File: src/rtl/mcr_pkg.sv
// Package of addresses, field positions and codes for the master control block
package mcr_pkg;

    // ********************************************************
    // Register addresses
    // ********************************************************
    localparam logic [7:0] MCR_ADDR_CONTROL = 8'hA0;
    localparam logic [7:0] MCR_ADDR_CONFIG = 8'hA1;
    localparam logic [7:0] MCR_ADDR_WAKE_STATUS = 8'h42;
    localparam logic [7:0] MCR_ADDR_LPMEM_FIRST = 8'h81;
    localparam logic [7:0] MCR_ADDR_LPMEM_LAST = 8'h90;

    // ********************************************************
    // Master control fields
    // ********************************************************
    localparam int MCR_BIT_SLOW_CLOCK_BYPASS = 7;
    localparam int MCR_BIT_STATUS_CLEAR = 6;
    localparam int MCR_BIT_RAM_ADDRESS_INVERT = 5;
    localparam int MCR_BIT_SLOW_OSC_OUTPUT_DISABLE = 4;
    localparam int MCR_BIT_RAM_DISABLE = 3;
    localparam int MCR_BIT_SYSTEM_CLOCK_OVERRIDE = 2;
    localparam int MCR_BIT_LOWPOWER_MEMORY_CLEAR = 1;
    localparam int MCR_BIT_DISPLAY_ENABLE = 0;
    localparam logic [7:0] MCR_CONTROL_RESET = 8'h00;
    // Strobe bits are never stored, so they always read back as zero
    localparam logic [7:0] MCR_CONTROL_STORE_MASK = 8'hBD;

    // ********************************************************
    // Master configuration fields
    // ********************************************************
    localparam int MCR_BIT_BANDGAP_HI = 7;
    localparam int MCR_BIT_BANDGAP_LO = 6;
    localparam int MCR_BIT_CHARGE_PUMP_BYPASS = 0;
    localparam logic [7:0] MCR_CONFIG_RESET = 8'h00;
    localparam logic [1:0] MCR_BANDGAP_NORMAL = 2'h0;
    localparam logic [1:0] MCR_BANDGAP_RESERVED = 2'h1;
    localparam logic [1:0] MCR_BANDGAP_LOW_LOOSE = 2'h2;
    localparam logic [1:0] MCR_BANDGAP_LOW_TIGHT = 2'h3;

    // ********************************************************
    // Wake status and low-power memory
    // ********************************************************
    localparam int MCR_WAKE_FLAGS = 3;
    localparam logic [2:0] MCR_WAKE_RESET = 3'h0;
    localparam int MCR_LPMEM_BYTES = 16;
    localparam int MCR_LPMEM_IDX_W = 4;
    localparam logic [7:0] MCR_LPMEM_CLEAR_VALUE = 8'h00;
    localparam int MCR_LPMEM_MASK_HI_BIT = 7;
    localparam int MCR_LPMEM_MASK_LO_BIT = 3;

    // ********************************************************
    // RAM address handling
    // ********************************************************
    localparam int MCR_RAM_ADDR_W = 16;
    localparam int MCR_RAM_INVERT_W = 8;
    localparam logic [7:0] MCR_READ_DEFAULT = 8'h00;

endpackage

File: src/rtl/mcr_wake_status.sv
// Sticky wake cause flags with a clear strobe
`timescale 1ns/1ps
`default_nettype none

module mcr_wake_status
    import mcr_pkg::*;
(
    // Clock and reset
    input wire logic ref_clk,
    input wire logic rst_b,
    // Wake causes and clear
    input wire logic [MCR_WAKE_FLAGS-1:0] wake_set,
    input wire logic clear,
    // Flags
    output logic [MCR_WAKE_FLAGS-1:0] status
);

    logic [MCR_WAKE_FLAGS-1:0] status_reg;
    logic [MCR_WAKE_FLAGS-1:0] status_next;

    // clear drops flags, a new cause still wins
    always_comb
    begin
        status_next = status_reg;
        if (clear)
        begin
            status_next = MCR_WAKE_RESET;
        end
        status_next = status_next | wake_set;
    end

    always_ff @(posedge ref_clk)
    begin
        if (!rst_b)
        begin
            status_reg <= MCR_WAKE_RESET;
        end
        else
        begin
            status_reg <= status_next;
        end
    end

    assign status = status_reg;
endmodule // mcr_wake_status

`default_nettype wire

File: src/rtl/mcr_lowpower_mem.sv
// Sixteen byte low-power memory with bulk clear and wake mask taps
`timescale 1ns/1ps
`default_nettype none

module mcr_lowpower_mem
    import mcr_pkg::*;
#(
    parameter int BYTES = MCR_LPMEM_BYTES
)
(
    // Clock and reset
    input wire logic ref_clk,
    input wire logic rst_b,
    // Access
    input wire logic wr_en,
    input wire logic [MCR_LPMEM_IDX_W-1:0] wr_index,
    input wire logic [7:0] wr_data,
    input wire logic [MCR_LPMEM_IDX_W-1:0] rd_index,
    output logic [7:0] rd_data,
    // Bulk clear
    input wire logic clear,
    // Wake pin masks, two per byte
    output logic [2*BYTES-1:0] wake_pin_mask
);

    logic [7:0] mem_reg [BYTES];
    logic [7:0] mem_next [BYTES];

    // ********************************************************
    // Storage
    // ********************************************************
    // clear beats a write in the same cycle
    always_comb
    begin
        for (int i = 0; i < BYTES; i++)
        begin
            mem_next[i] = mem_reg[i];
            if (clear)
            begin
                mem_next[i] = MCR_LPMEM_CLEAR_VALUE;
            end
            else if (wr_en && wr_index == MCR_LPMEM_IDX_W'(i))
            begin
                mem_next[i] = wr_data;
            end
        end
    end

    always_ff @(posedge ref_clk)
    begin
        for (int i = 0; i < BYTES; i++)
        begin
            if (!rst_b)
            begin
                mem_reg[i] <= MCR_LPMEM_CLEAR_VALUE;
            end
            else
            begin
                mem_reg[i] <= mem_next[i];
            end
        end
    end

    assign rd_data = mem_reg[rd_index];

    // top bit of each nibble is a pin mask
    for (genvar g = 0; g < BYTES; g++)
    begin : g_mask
        assign wake_pin_mask[2*g] = mem_reg[g][MCR_LPMEM_MASK_LO_BIT];
        assign wake_pin_mask[2*g+1] = mem_reg[g][MCR_LPMEM_MASK_HI_BIT];
    end
endmodule // mcr_lowpower_mem

`default_nettype wire

File: src/rtl/mcr_master_ctrl.sv
// Master control and master configuration registers with their effects
`timescale 1ns/1ps
`default_nettype none

module mcr_master_ctrl
    import mcr_pkg::*;
#(
    parameter int RAM_ADDR_W = MCR_RAM_ADDR_W
)
(
    // Clock and reset
    input wire logic ref_clk,
    input wire logic rst_b,
    // Register access from the host port
    input wire logic [7:0] reg_addr,
    input wire logic reg_wr_en,
    input wire logic [7:0] reg_wr_data,
    input wire logic reg_rd_en,
    output logic [7:0] reg_rd_data,
    output logic reg_rd_valid,
    // Wake cause events
    input wire logic wake_osc_fail,
    input wire logic wake_alarm,
    input wire logic wake_pin_match,
    // RAM
    input wire logic [RAM_ADDR_W-1:0] ram_addr_in,
    output logic [RAM_ADDR_W-1:0] ram_addr_out,
    output logic ram_enable,
    // Clock control
    output logic slow_clock_bypass,
    output logic slow_osc_output_enable,
    output logic system_clock_override,
    // Display and power
    output logic display_enable,
    output logic [1:0] bandgap_power_mode,
    output logic bandgap_low_power,
    output logic bandgap_tight_regulation,
    output logic charge_pump_bypass,
    // Status and low-power memory
    output logic [MCR_WAKE_FLAGS-1:0] wake_cause_status,
    output logic wake_status_clear,
    output logic lowpower_memory_clear,
    output logic [2*MCR_LPMEM_BYTES-1:0] wake_pin_mask
);

    // ********************************************************
    // Address decode
    // ********************************************************
    logic hit_control;
    logic hit_config;
    logic hit_wake;
    logic hit_lpmem;
    logic [MCR_LPMEM_IDX_W-1:0] lpmem_index;
    logic [7:0] lpmem_offset;

    always_comb
    begin
        hit_control = 1'b0;
        hit_config = 1'b0;
        hit_wake = 1'b0;
        hit_lpmem = 1'b0;
        if (reg_addr == MCR_ADDR_CONTROL)
        begin
            hit_control = 1'b1;
        end
        else if (reg_addr == MCR_ADDR_CONFIG)
        begin
            hit_config = 1'b1;
        end
        else if (reg_addr == MCR_ADDR_WAKE_STATUS)
        begin
            hit_wake = 1'b1;
        end
        else if (reg_addr >= MCR_ADDR_LPMEM_FIRST && reg_addr <= MCR_ADDR_LPMEM_LAST)
        begin
            hit_lpmem = 1'b1;
        end
    end

    assign lpmem_offset = reg_addr - MCR_ADDR_LPMEM_FIRST;
    assign lpmem_index = lpmem_offset[MCR_LPMEM_IDX_W-1:0];

    // ********************************************************
    // Control and configuration registers
    // ********************************************************
    logic [7:0] control_reg;
    logic [7:0] control_next;
    logic [7:0] config_reg;
    logic [7:0] config_next;
    logic status_clear_reg;
    logic status_clear_next;
    logic mem_clear_reg;
    logic mem_clear_next;

    always_comb
    begin
        control_next = control_reg;
        config_next = config_reg;
        status_clear_next = 1'b0;
        mem_clear_next = 1'b0;
        if (reg_wr_en && hit_control)
        begin
            control_next = reg_wr_data & MCR_CONTROL_STORE_MASK;
            // one clear pulse per write of 1
            status_clear_next = reg_wr_data[MCR_BIT_STATUS_CLEAR];
            // one memory clear pulse per write of 1
            mem_clear_next = reg_wr_data[MCR_BIT_LOWPOWER_MEMORY_CLEAR];
        end
        if (reg_wr_en && hit_config)
        begin
            // reserved bits are stored as written and read back so
            config_next = reg_wr_data;
        end
    end

    always_ff @(posedge ref_clk)
    begin
        if (!rst_b)
        begin
            control_reg <= MCR_CONTROL_RESET;
            config_reg <= MCR_CONFIG_RESET;
            status_clear_reg <= 1'b0;
            mem_clear_reg <= 1'b0;
        end
        else
        begin
            control_reg <= control_next;
            config_reg <= config_next;
            status_clear_reg <= status_clear_next;
            mem_clear_reg <= mem_clear_next;
        end
    end

    // ********************************************************
    // Control effects
    // ********************************************************
    // clock pin drives the slow clock
    assign slow_clock_bypass = control_reg[MCR_BIT_SLOW_CLOCK_BYPASS];
    assign slow_osc_output_enable = !control_reg[MCR_BIT_SLOW_OSC_OUTPUT_DISABLE];
    // RAM enable is active low in the register
    assign ram_enable = !control_reg[MCR_BIT_RAM_DISABLE];
    // override beats the clock select register
    assign system_clock_override = control_reg[MCR_BIT_SYSTEM_CLOCK_OVERRIDE];
    assign display_enable = control_reg[MCR_BIT_DISPLAY_ENABLE];
    assign wake_status_clear = status_clear_reg;
    assign lowpower_memory_clear = mem_clear_reg;

    // band gap mode decode; reserved code is passed on unchanged
    assign bandgap_power_mode = config_reg[MCR_BIT_BANDGAP_HI:MCR_BIT_BANDGAP_LO];
    assign bandgap_low_power = (bandgap_power_mode == MCR_BANDGAP_LOW_LOOSE)
        || (bandgap_power_mode == MCR_BANDGAP_LOW_TIGHT);
    assign bandgap_tight_regulation = (bandgap_power_mode == MCR_BANDGAP_LOW_TIGHT);
    // charge pump bypass, display runs from the main supply
    assign charge_pump_bypass = config_reg[MCR_BIT_CHARGE_PUMP_BYPASS];

    // ********************************************************
    // RAM address inversion
    // ********************************************************
    // Registered so the RAM sees a clean address; costs one cycle of latency
    localparam logic [RAM_ADDR_W-1:0] INVERT_MASK = RAM_ADDR_W'({MCR_RAM_INVERT_W{1'b1}});
    logic [RAM_ADDR_W-1:0] ram_addr_reg;
    logic [RAM_ADDR_W-1:0] ram_addr_next;

    always_comb
    begin
        ram_addr_next = ram_addr_in;
        if (control_reg[MCR_BIT_RAM_ADDRESS_INVERT])
        begin
            ram_addr_next = ram_addr_in ^ INVERT_MASK;
        end
    end

    always_ff @(posedge ref_clk)
    begin
        if (!rst_b)
        begin
            ram_addr_reg <= '0;
        end
        else
        begin
            ram_addr_reg <= ram_addr_next;
        end
    end

    assign ram_addr_out = ram_addr_reg;

    // ********************************************************
    // Wake status and low-power memory
    // ********************************************************
    logic [7:0] lpmem_rd_data;

    // wake cause flags, cleared by the strobe
    mcr_wake_status u_wake_status
    (
        .ref_clk(ref_clk),
        .rst_b(rst_b),
        .wake_set({wake_osc_fail, wake_alarm, wake_pin_match}),
        .clear(status_clear_reg),
        .status(wake_cause_status)
    );

    // memory window and wake pin masks
    mcr_lowpower_mem #(
        .BYTES(MCR_LPMEM_BYTES)
    ) u_lowpower_mem
    (
        .ref_clk(ref_clk),
        .rst_b(rst_b),
        .wr_en(reg_wr_en && hit_lpmem),
        .wr_index(lpmem_index),
        .wr_data(reg_wr_data),
        .rd_index(lpmem_index),
        .rd_data(lpmem_rd_data),
        .clear(mem_clear_reg),
        .wake_pin_mask(wake_pin_mask)
    );

    // ********************************************************
    // Read path
    // ********************************************************
    logic [7:0] rd_data_reg;
    logic [7:0] rd_data_next;
    logic rd_valid_reg;

    always_comb
    begin
        rd_data_next = rd_data_reg;
        if (reg_rd_en)
        begin
            if (hit_control)
            begin
                rd_data_next = control_reg;
            end
            else if (hit_config)
            begin
                rd_data_next = config_reg;
            end
            else if (hit_wake)
            begin
                rd_data_next = {{(8-MCR_WAKE_FLAGS){1'b0}}, wake_cause_status};
            end
            else if (hit_lpmem)
            begin
                rd_data_next = lpmem_rd_data;
            end
            else
            begin
                rd_data_next = MCR_READ_DEFAULT;
            end
        end
    end

    always_ff @(posedge ref_clk)
    begin
        if (!rst_b)
        begin
            rd_data_reg <= MCR_READ_DEFAULT;
            rd_valid_reg <= 1'b0;
        end
        else
        begin
            rd_data_reg <= rd_data_next;
            rd_valid_reg <= reg_rd_en;
        end
    end

    assign reg_rd_data = rd_data_reg;
    assign reg_rd_valid = rd_valid_reg;
endmodule // mcr_master_ctrl

`default_nettype wire

File: config.mk
export PLATFORM = sky130hd
export DESIGN_NAME = mcr_master_ctrl
export DESIGN_NICKNAME = d
export VERILOG_FILES = /design/src/rtl/mcr_pkg.sv /design/src/rtl/mcr_wake_status.sv /design/src/rtl/mcr_lowpower_mem.sv /design/src/rtl/mcr_master_ctrl.sv
export SDC_FILE = /design/constraint.sdc
export NUM_CORES = 1
export LEC_CHECK = 0
export BUFFER_PORTS_ARGS = -buffer_cell sky130_fd_sc_hd__buf_2
export CAP_MARGIN = 20
export CELL_PAD_IN_SITES_DETAIL_PLACEMENT = 1
export CELL_PAD_IN_SITES_GLOBAL_PLACEMENT = 1
export CORE_MARGIN = 10
export CORE_UTILIZATION = 44
export CTS_BUF_LIST = sky130_fd_sc_hd__clkbuf_16
export CTS_CLUSTER_DIAMETER = 80
export DETAILED_ROUTE_END_ITERATION = 8
export GPL_TIMING_DRIVEN = 0
export PLACE_DENSITY_LB_ADDON = 0.1
export SYNTH_ARGS = -nofsm -noshare
export SYNTH_HDL_FRONTEND = slang
export SYNTH_SLANG_ARGS = --single-unit
File: constraint.sdc
create_clock -name ref_clk -period 2.7 [get_ports ref_clk]
set_clock_uncertainty 0.15 [all_clocks]
set_input_delay 0 -clock ref_clk [delete_from_list [all_inputs] [get_ports ref_clk]]
set_output_delay 0 -clock ref_clk [all_outputs]
set_load 0.02 [all_outputs]
# Yosys cells after proc, flatten, opt, wreduce, memory -nomap -nowiden
# Memories as Yosys holds them, arrays and structs flattened.
# Cells that the tools add are included.
# Widths: inputs -> output; s select.
[word_totals]
register_bits = 44
ram_bits = 128
inputBits = 39
elab_cells = 141
mem_count = 1
[classes]
add_sub_neg = 1
order_cmp = 2
eq_ne = 20
muxes = 66
bitwise = 18
n_reduce_logical = 25
[mem_list]
columns = ["name", "depth", "width", "read_ports", "rd_clocked_by_memory_dff", "wr", "line_no", "rtl"]
rows = [
  ["u_lowpower_mem.mem_reg", 16, 8, 17, 0, 16, "mcr_lowpower_mem.sv:26", "logic [7:0] mem_reg [BYTES];"],
]
[op_table]
columns = ["operator", "count"]
rows = [
  ["$mux 8", 53],
  ["$eq 4x4->1 const B", 8],
  ["$logic_and 1x1->1", 20],
  ["$eq 4x3->1 const B", 4],
  ["$eq 8x8->1 const B", 2],
  ["$or 1x1->1", 16],
  ["$mux 1", 12],
  ["$eq 4x2->1 const B", 2],
  ["$eq 8x7->1 const B", 1],
  ["$ge 8x8->1 const B", 1],
  ["$le 8x8->1 const B", 1],
  ["$not 8->8", 1],
  ["$eq 2x2->1 const B", 2],
  ["$eq 4x1->1 const B", 1],
  ["$logic_not 4->1", 1],
  ["$sub 4x1->4 const B", 1],
  ["$mux 3", 1],
  ["$or 3x3->3", 1],
  ["$logic_not 1->1", 2],
  ["$reduce_and 2->1", 1],
  ["$logic_or 1x1->1", 1],
]

# Logic depth before layout (Yosys ltp)
[logic_depth]
word_depth = 11
depth_mapped = 12

# Modules after synthesis
# From an unflattened synthesis, not the netlist that was laid out.
[unflattened]
hier_cells = 919
area_unflattened_um2 = 8209.1
[modules_own_cells]
columns = ["module", "instances", "cells_per_inst", "area_each_um2"]
rows = [
  ["mcr_lowpower_mem", 1, 715, 6238.5],
  ["mcr_master_ctrl", 1, 195, 1869.3],
  ["mcr_wake_status", 1, 9, 101.3],
]

# Least setup slack after synthesis
# No wires, ideal clock.
[synth_path]
kind = "input to register"
startpoint = "input reg_addr[0]"
endpoint = "memory u_lowpower_mem.mem_reg[4][0]"
setup_time_ps = 132
arrival_ps = 2000
required_time_ps = 2418
setup_slack_ps = 418
cell_stages = 12
path_buffers = 5
cell_sequence = "buf_2 > buf_2 > inv_1 > ha_1 > buf_2 > nand2b_1 > o21ai_1 > a2bb2oi_1 > buf_2 > clkbuf_1 > o31ai_1 > a21oi_1"
[synth_lines]
columns = ["item", "line_no", "rtl"]
rows = [
  ["start: declaration", "mcr_master_ctrl.sv:15", "input wire logic [7:0] reg_addr,"],
  ["end: declaration", "mcr_lowpower_mem.sv:26", ""],
]

# Final worst setup path
[layout_path]
startpoint = "input reg_addr[0]"
endpoint = "register rd_data_reg[4] (netlist: reg_rd_data[4])"
[layout_via]
elab_chain_len = 10
elab_cells_between_ends = 22
cone_classes = "add/sub: 1; order compare: 2; eq/ne: 3; mux: 14; reduce/logical: 1; memory: 1"
[layout_rtl]
columns = ["item", "line_no", "rtl"]
rows = [
  ["$ge 8x8->1 / $le 8x8->1 (equally long branches)", "mcr_master_ctrl.sv:74", "else if (reg_addr >= MCR_ADDR_LPMEM_FIRST && reg_addr <= MCR_ADDR_LPMEM_LAST)"],
  ["$logic_and 1x1->1", "mcr_master_ctrl.sv:74", ""],
  ["$mux 1", "mcr_master_ctrl.sv:74", ""],
  ["$mux 1", "mcr_master_ctrl.sv:70", "else if (reg_addr == MCR_ADDR_WAKE_STATUS)"],
  ["$mux 1", "mcr_master_ctrl.sv:66", "else if (reg_addr == MCR_ADDR_CONFIG)"],
  ["$mux 1", "mcr_master_ctrl.sv:62", "if (reg_addr == MCR_ADDR_CONTROL)"],
  ["$mux 8", "mcr_master_ctrl.sv:242", "else if (hit_lpmem)"],
  ["$mux 8", "mcr_master_ctrl.sv:238", "else if (hit_wake)"],
  ["$mux 8", "mcr_master_ctrl.sv:234", "else if (hit_config)"],
  ["$mux 8 (*)", "mcr_master_ctrl.sv:230", "if (hit_control)"],
  ["end signal: assignment", "mcr_master_ctrl.sv:262", "rd_data_reg <= rd_data_next;"],
  ["end: declaration", "mcr_master_ctrl.sv:221", "logic [7:0] rd_data_reg;"],
]
# Mark *: on every way between the ends. The rest lies on a longest branch, timed or not.
# A chain may end at the register's enable or synchronous reset.

==> out/metrics.cfg <==
[synthesis]
synth_most_common_cell=dfxtp_1
synth_top_family_by_area=compound AO/OA/AOI/OAI gates
seq_area_frac_synth_pct=41.87
syn_nets=976
synth_area_leader_cell=dfxtp_1
synthFlopType=dfxtp_1
yosysWarnings=0
synth_edf_count=0
synth_area_um2=8224
synth_xor_area_share_pct=0.8520
async_flop_share_pct=0
synthTopCellsByCount=dfxtp_1, a21oi_1, o21ai_0
synth-adder-area-share_pct=0.7607
ys_ff_latch=172
synthMuxAreaShare_pct=10.47
synth_cell_types=54
synth-compound-area-share_pct=21.65
synthCells=932
synth_top_area_share_pct=41.87
avgSynthCellArea_um2=8.824
synth_area_leaders=dfxtp_1, mux4_2, a21oi_1
yosys.area_share.simple_pct=14.79

[cts]
clkTransAtPathRegs_ns=0.07
root_buffer=clkbuf_16
postCtsSetupRepairBufs=0
cts.sinks=172
cts_max_level=4
numCtsBuffers=17
clk_path_buf_depth=2
clk_latency_ns=0.45
cts_tree=built

[final_layout]
final_cells=1327
area_delta_synth_final_pct=21.82
largest_register_ffs=128
design_area_um2=10020
antenna_cells=0
seq_area_um2=3443
nets=1129
multiInputGateArea_um2=4004
layout-drive-gt1-share_pct=23.13
n_fill_cell=2151

[job]
cap_violations=0

[setup_path]
r2r_slack_ns=0.71
end_kind=register
reg2reg_from=lowpower_memory_clear$_SDFF_PN0_
cp-start-kind=input pin
setup.worst_path.start=reg_addr[0]
arrival_ns=2.71
crit_path_max_fanout=10
cp.required_ns=2.85
crit_type=in2reg

[status]
status=complete, no violations

[min_path]
hp-class=in2reg
hold_start=reg_addr[7]

[pwr]
leakagePower_nw=3.761
power_density_nw_per_um2=586.7
peakVddDrop_v=0.0004947

[sta]
hold_viol=0
rsz0062_at_grt=no
setup_tns_ns=0
fin_crit_ns=2.555
slew_violations=0
relSlewSlack_pct=45.19
fin_crit_sh_pct=94.62
tightest_slew_ns=0.8221
setup_viol=0
fmax_mhz=391.4
hold_ws_ns=0.03088

[placement]
port_buffers=100
hpwl_um=22460
dpl-instance-area_um2=9011
dp.cells=1261
gp_congestion=0.8638

[floorplanning]
chipWidth_um=156.7
fp.coreArea_um2=18150
dieArea_um2=24560
rows=49
die_y_um=156.7
ioPinCount=111
initial_utilization_pct=45.32

[route]
wire_per_inst_um=24.98
firstDrtPassIters=5
ant_nets=0
drt-initial-drc-count=674
drc_errors=0
wl_um=33140
routed_via_density=6.177
via_count=8197

[global_route]
grt_pass1_wl_um=50540
overflow=0
grt_pass1_vias=8480
antenna_found_initial=0
grt_max_degree=17
grt_usage_pct=26.59

-- per-stage QoR --
| stage | util, % | setup WS [ns] | total power [mW] |
|---|---|---|---|
| final | 55.21 | 0.1452 | 5.878 |
| after global routing | 55.21 | 0.007681 | 6.008 |
| after global placement | 49.66 | -0.6997 | 3.173 |
| after detailed placement | 49.66 | -0.7523 | 3.177 |
| after CTS | 55.03 | 0.03012 | 5.834 |
| after floorplan | - | 0.4182 | 2.953 |
-- layout make-up --
| class | count | share of cell area [%] |
|---|---|---|
| flip-flops and latches | 172 | 34.37 |
| plain buffers | 143 | 7.481 |
| repair buffers | 135 | 8.493 |
| inverters | 17 | 0.6369 |
| clock inverters | 15 | 1.948 |
| multi-input cells | 599 | 39.96 |
| clock buffers | 17 | 4.246 |
| well taps | 229 | 2.860 |
-- cell usage in the layout, fill, tap and decap left out, types with 21 or more instances in the layout --
| cell | netlist | final |
|---|---|---|
| nand4_1 | 34 | 34 |
| buf_2 | 20 | 118 |
| nor2_1 | 29 | 29 |
| o31ai_1 | 34 | 34 |
| a21oi_1 | 132 | 132 |
| mux4_2 | 32 | 32 |
| buf_4 | 40 | 40 |
| o21ai_0 | 103 | 103 |
| dlygate4sd3_1 | 0 | 35 |
| dfxtp_1 | 172 | 172 |
| clkbuf_1 | 79 | 64 |
| nand2_1 | 21 | 21 |
| nand3_1 | 99 | 99 |
-- layer usage --
metal	GRT usage, %	vias to the layer above	part of all wire (%)	routed length, µm
met2	45.13	370	48	15990
met5	0	-	0	0
met4	8.225	0	2.5	838
li1	-	3687	-	-
met3	5.428	68	7.4	2460
met1	33.15	4072	42	13850
-- report_power, final --
part | internal (mW) | total (mW) | switching (mW)
logic | 0.180 | 0.623 | 0.443
registers | 2.56 | 2.57 | 0.0104
clock network | 1.55 | 2.69 | 1.14
-- worst max-delay path, cell delays in order --
cell and delay (ns):
buf_2 0.11, buf_2 0.25, buf_6 0.25, inv_1 0.12, ha_1 0.30, clkbuf_1 0.31
clkbuf_2 0.49, mux4_2 0.46, o22ai_1 0.28, o32ai_1 0.12
-- worst paths after layout --
| check | depth (start not counted) | end |
|---|---|---|
| worst max register to register | 4 | u_lowpower_mem.mem_reg[4][0]$_SDFFE_PP0P_ |
| worst max-delay path | 10 | reg_rd_data[4]$_SDFFE_PN0P_ |
| worst min register to register | 2 | u_lowpower_mem.mem_reg[4][1]$_SDFFE_PP0P_ |
| worst min-delay path | 5 | u_lowpower_mem.mem_reg[7][1]$_SDFFE_PP0P_ |
-- timing repair --
action                                  CTS  global route
gates resized for setup                   3            28
endpoints found under the setup margin   63           108
hold endpoints to repair                 92             0
hold buffers                             35             0
pin swaps                                 0             0
-- logic make-up (layout without fill, tap and decap cells) --
group,count (synthesis),after routing
AO/OA/AOI/OAI,314,314
XOR/XNOR,8,8
adder cells (fa/ha/maj),5,5
buffers and inverters,161,327
flip-flops,172,172
multiplexers,46,46
AND/OR/NAND/NOR,226,226
Power figures use the tool's default switching activity.
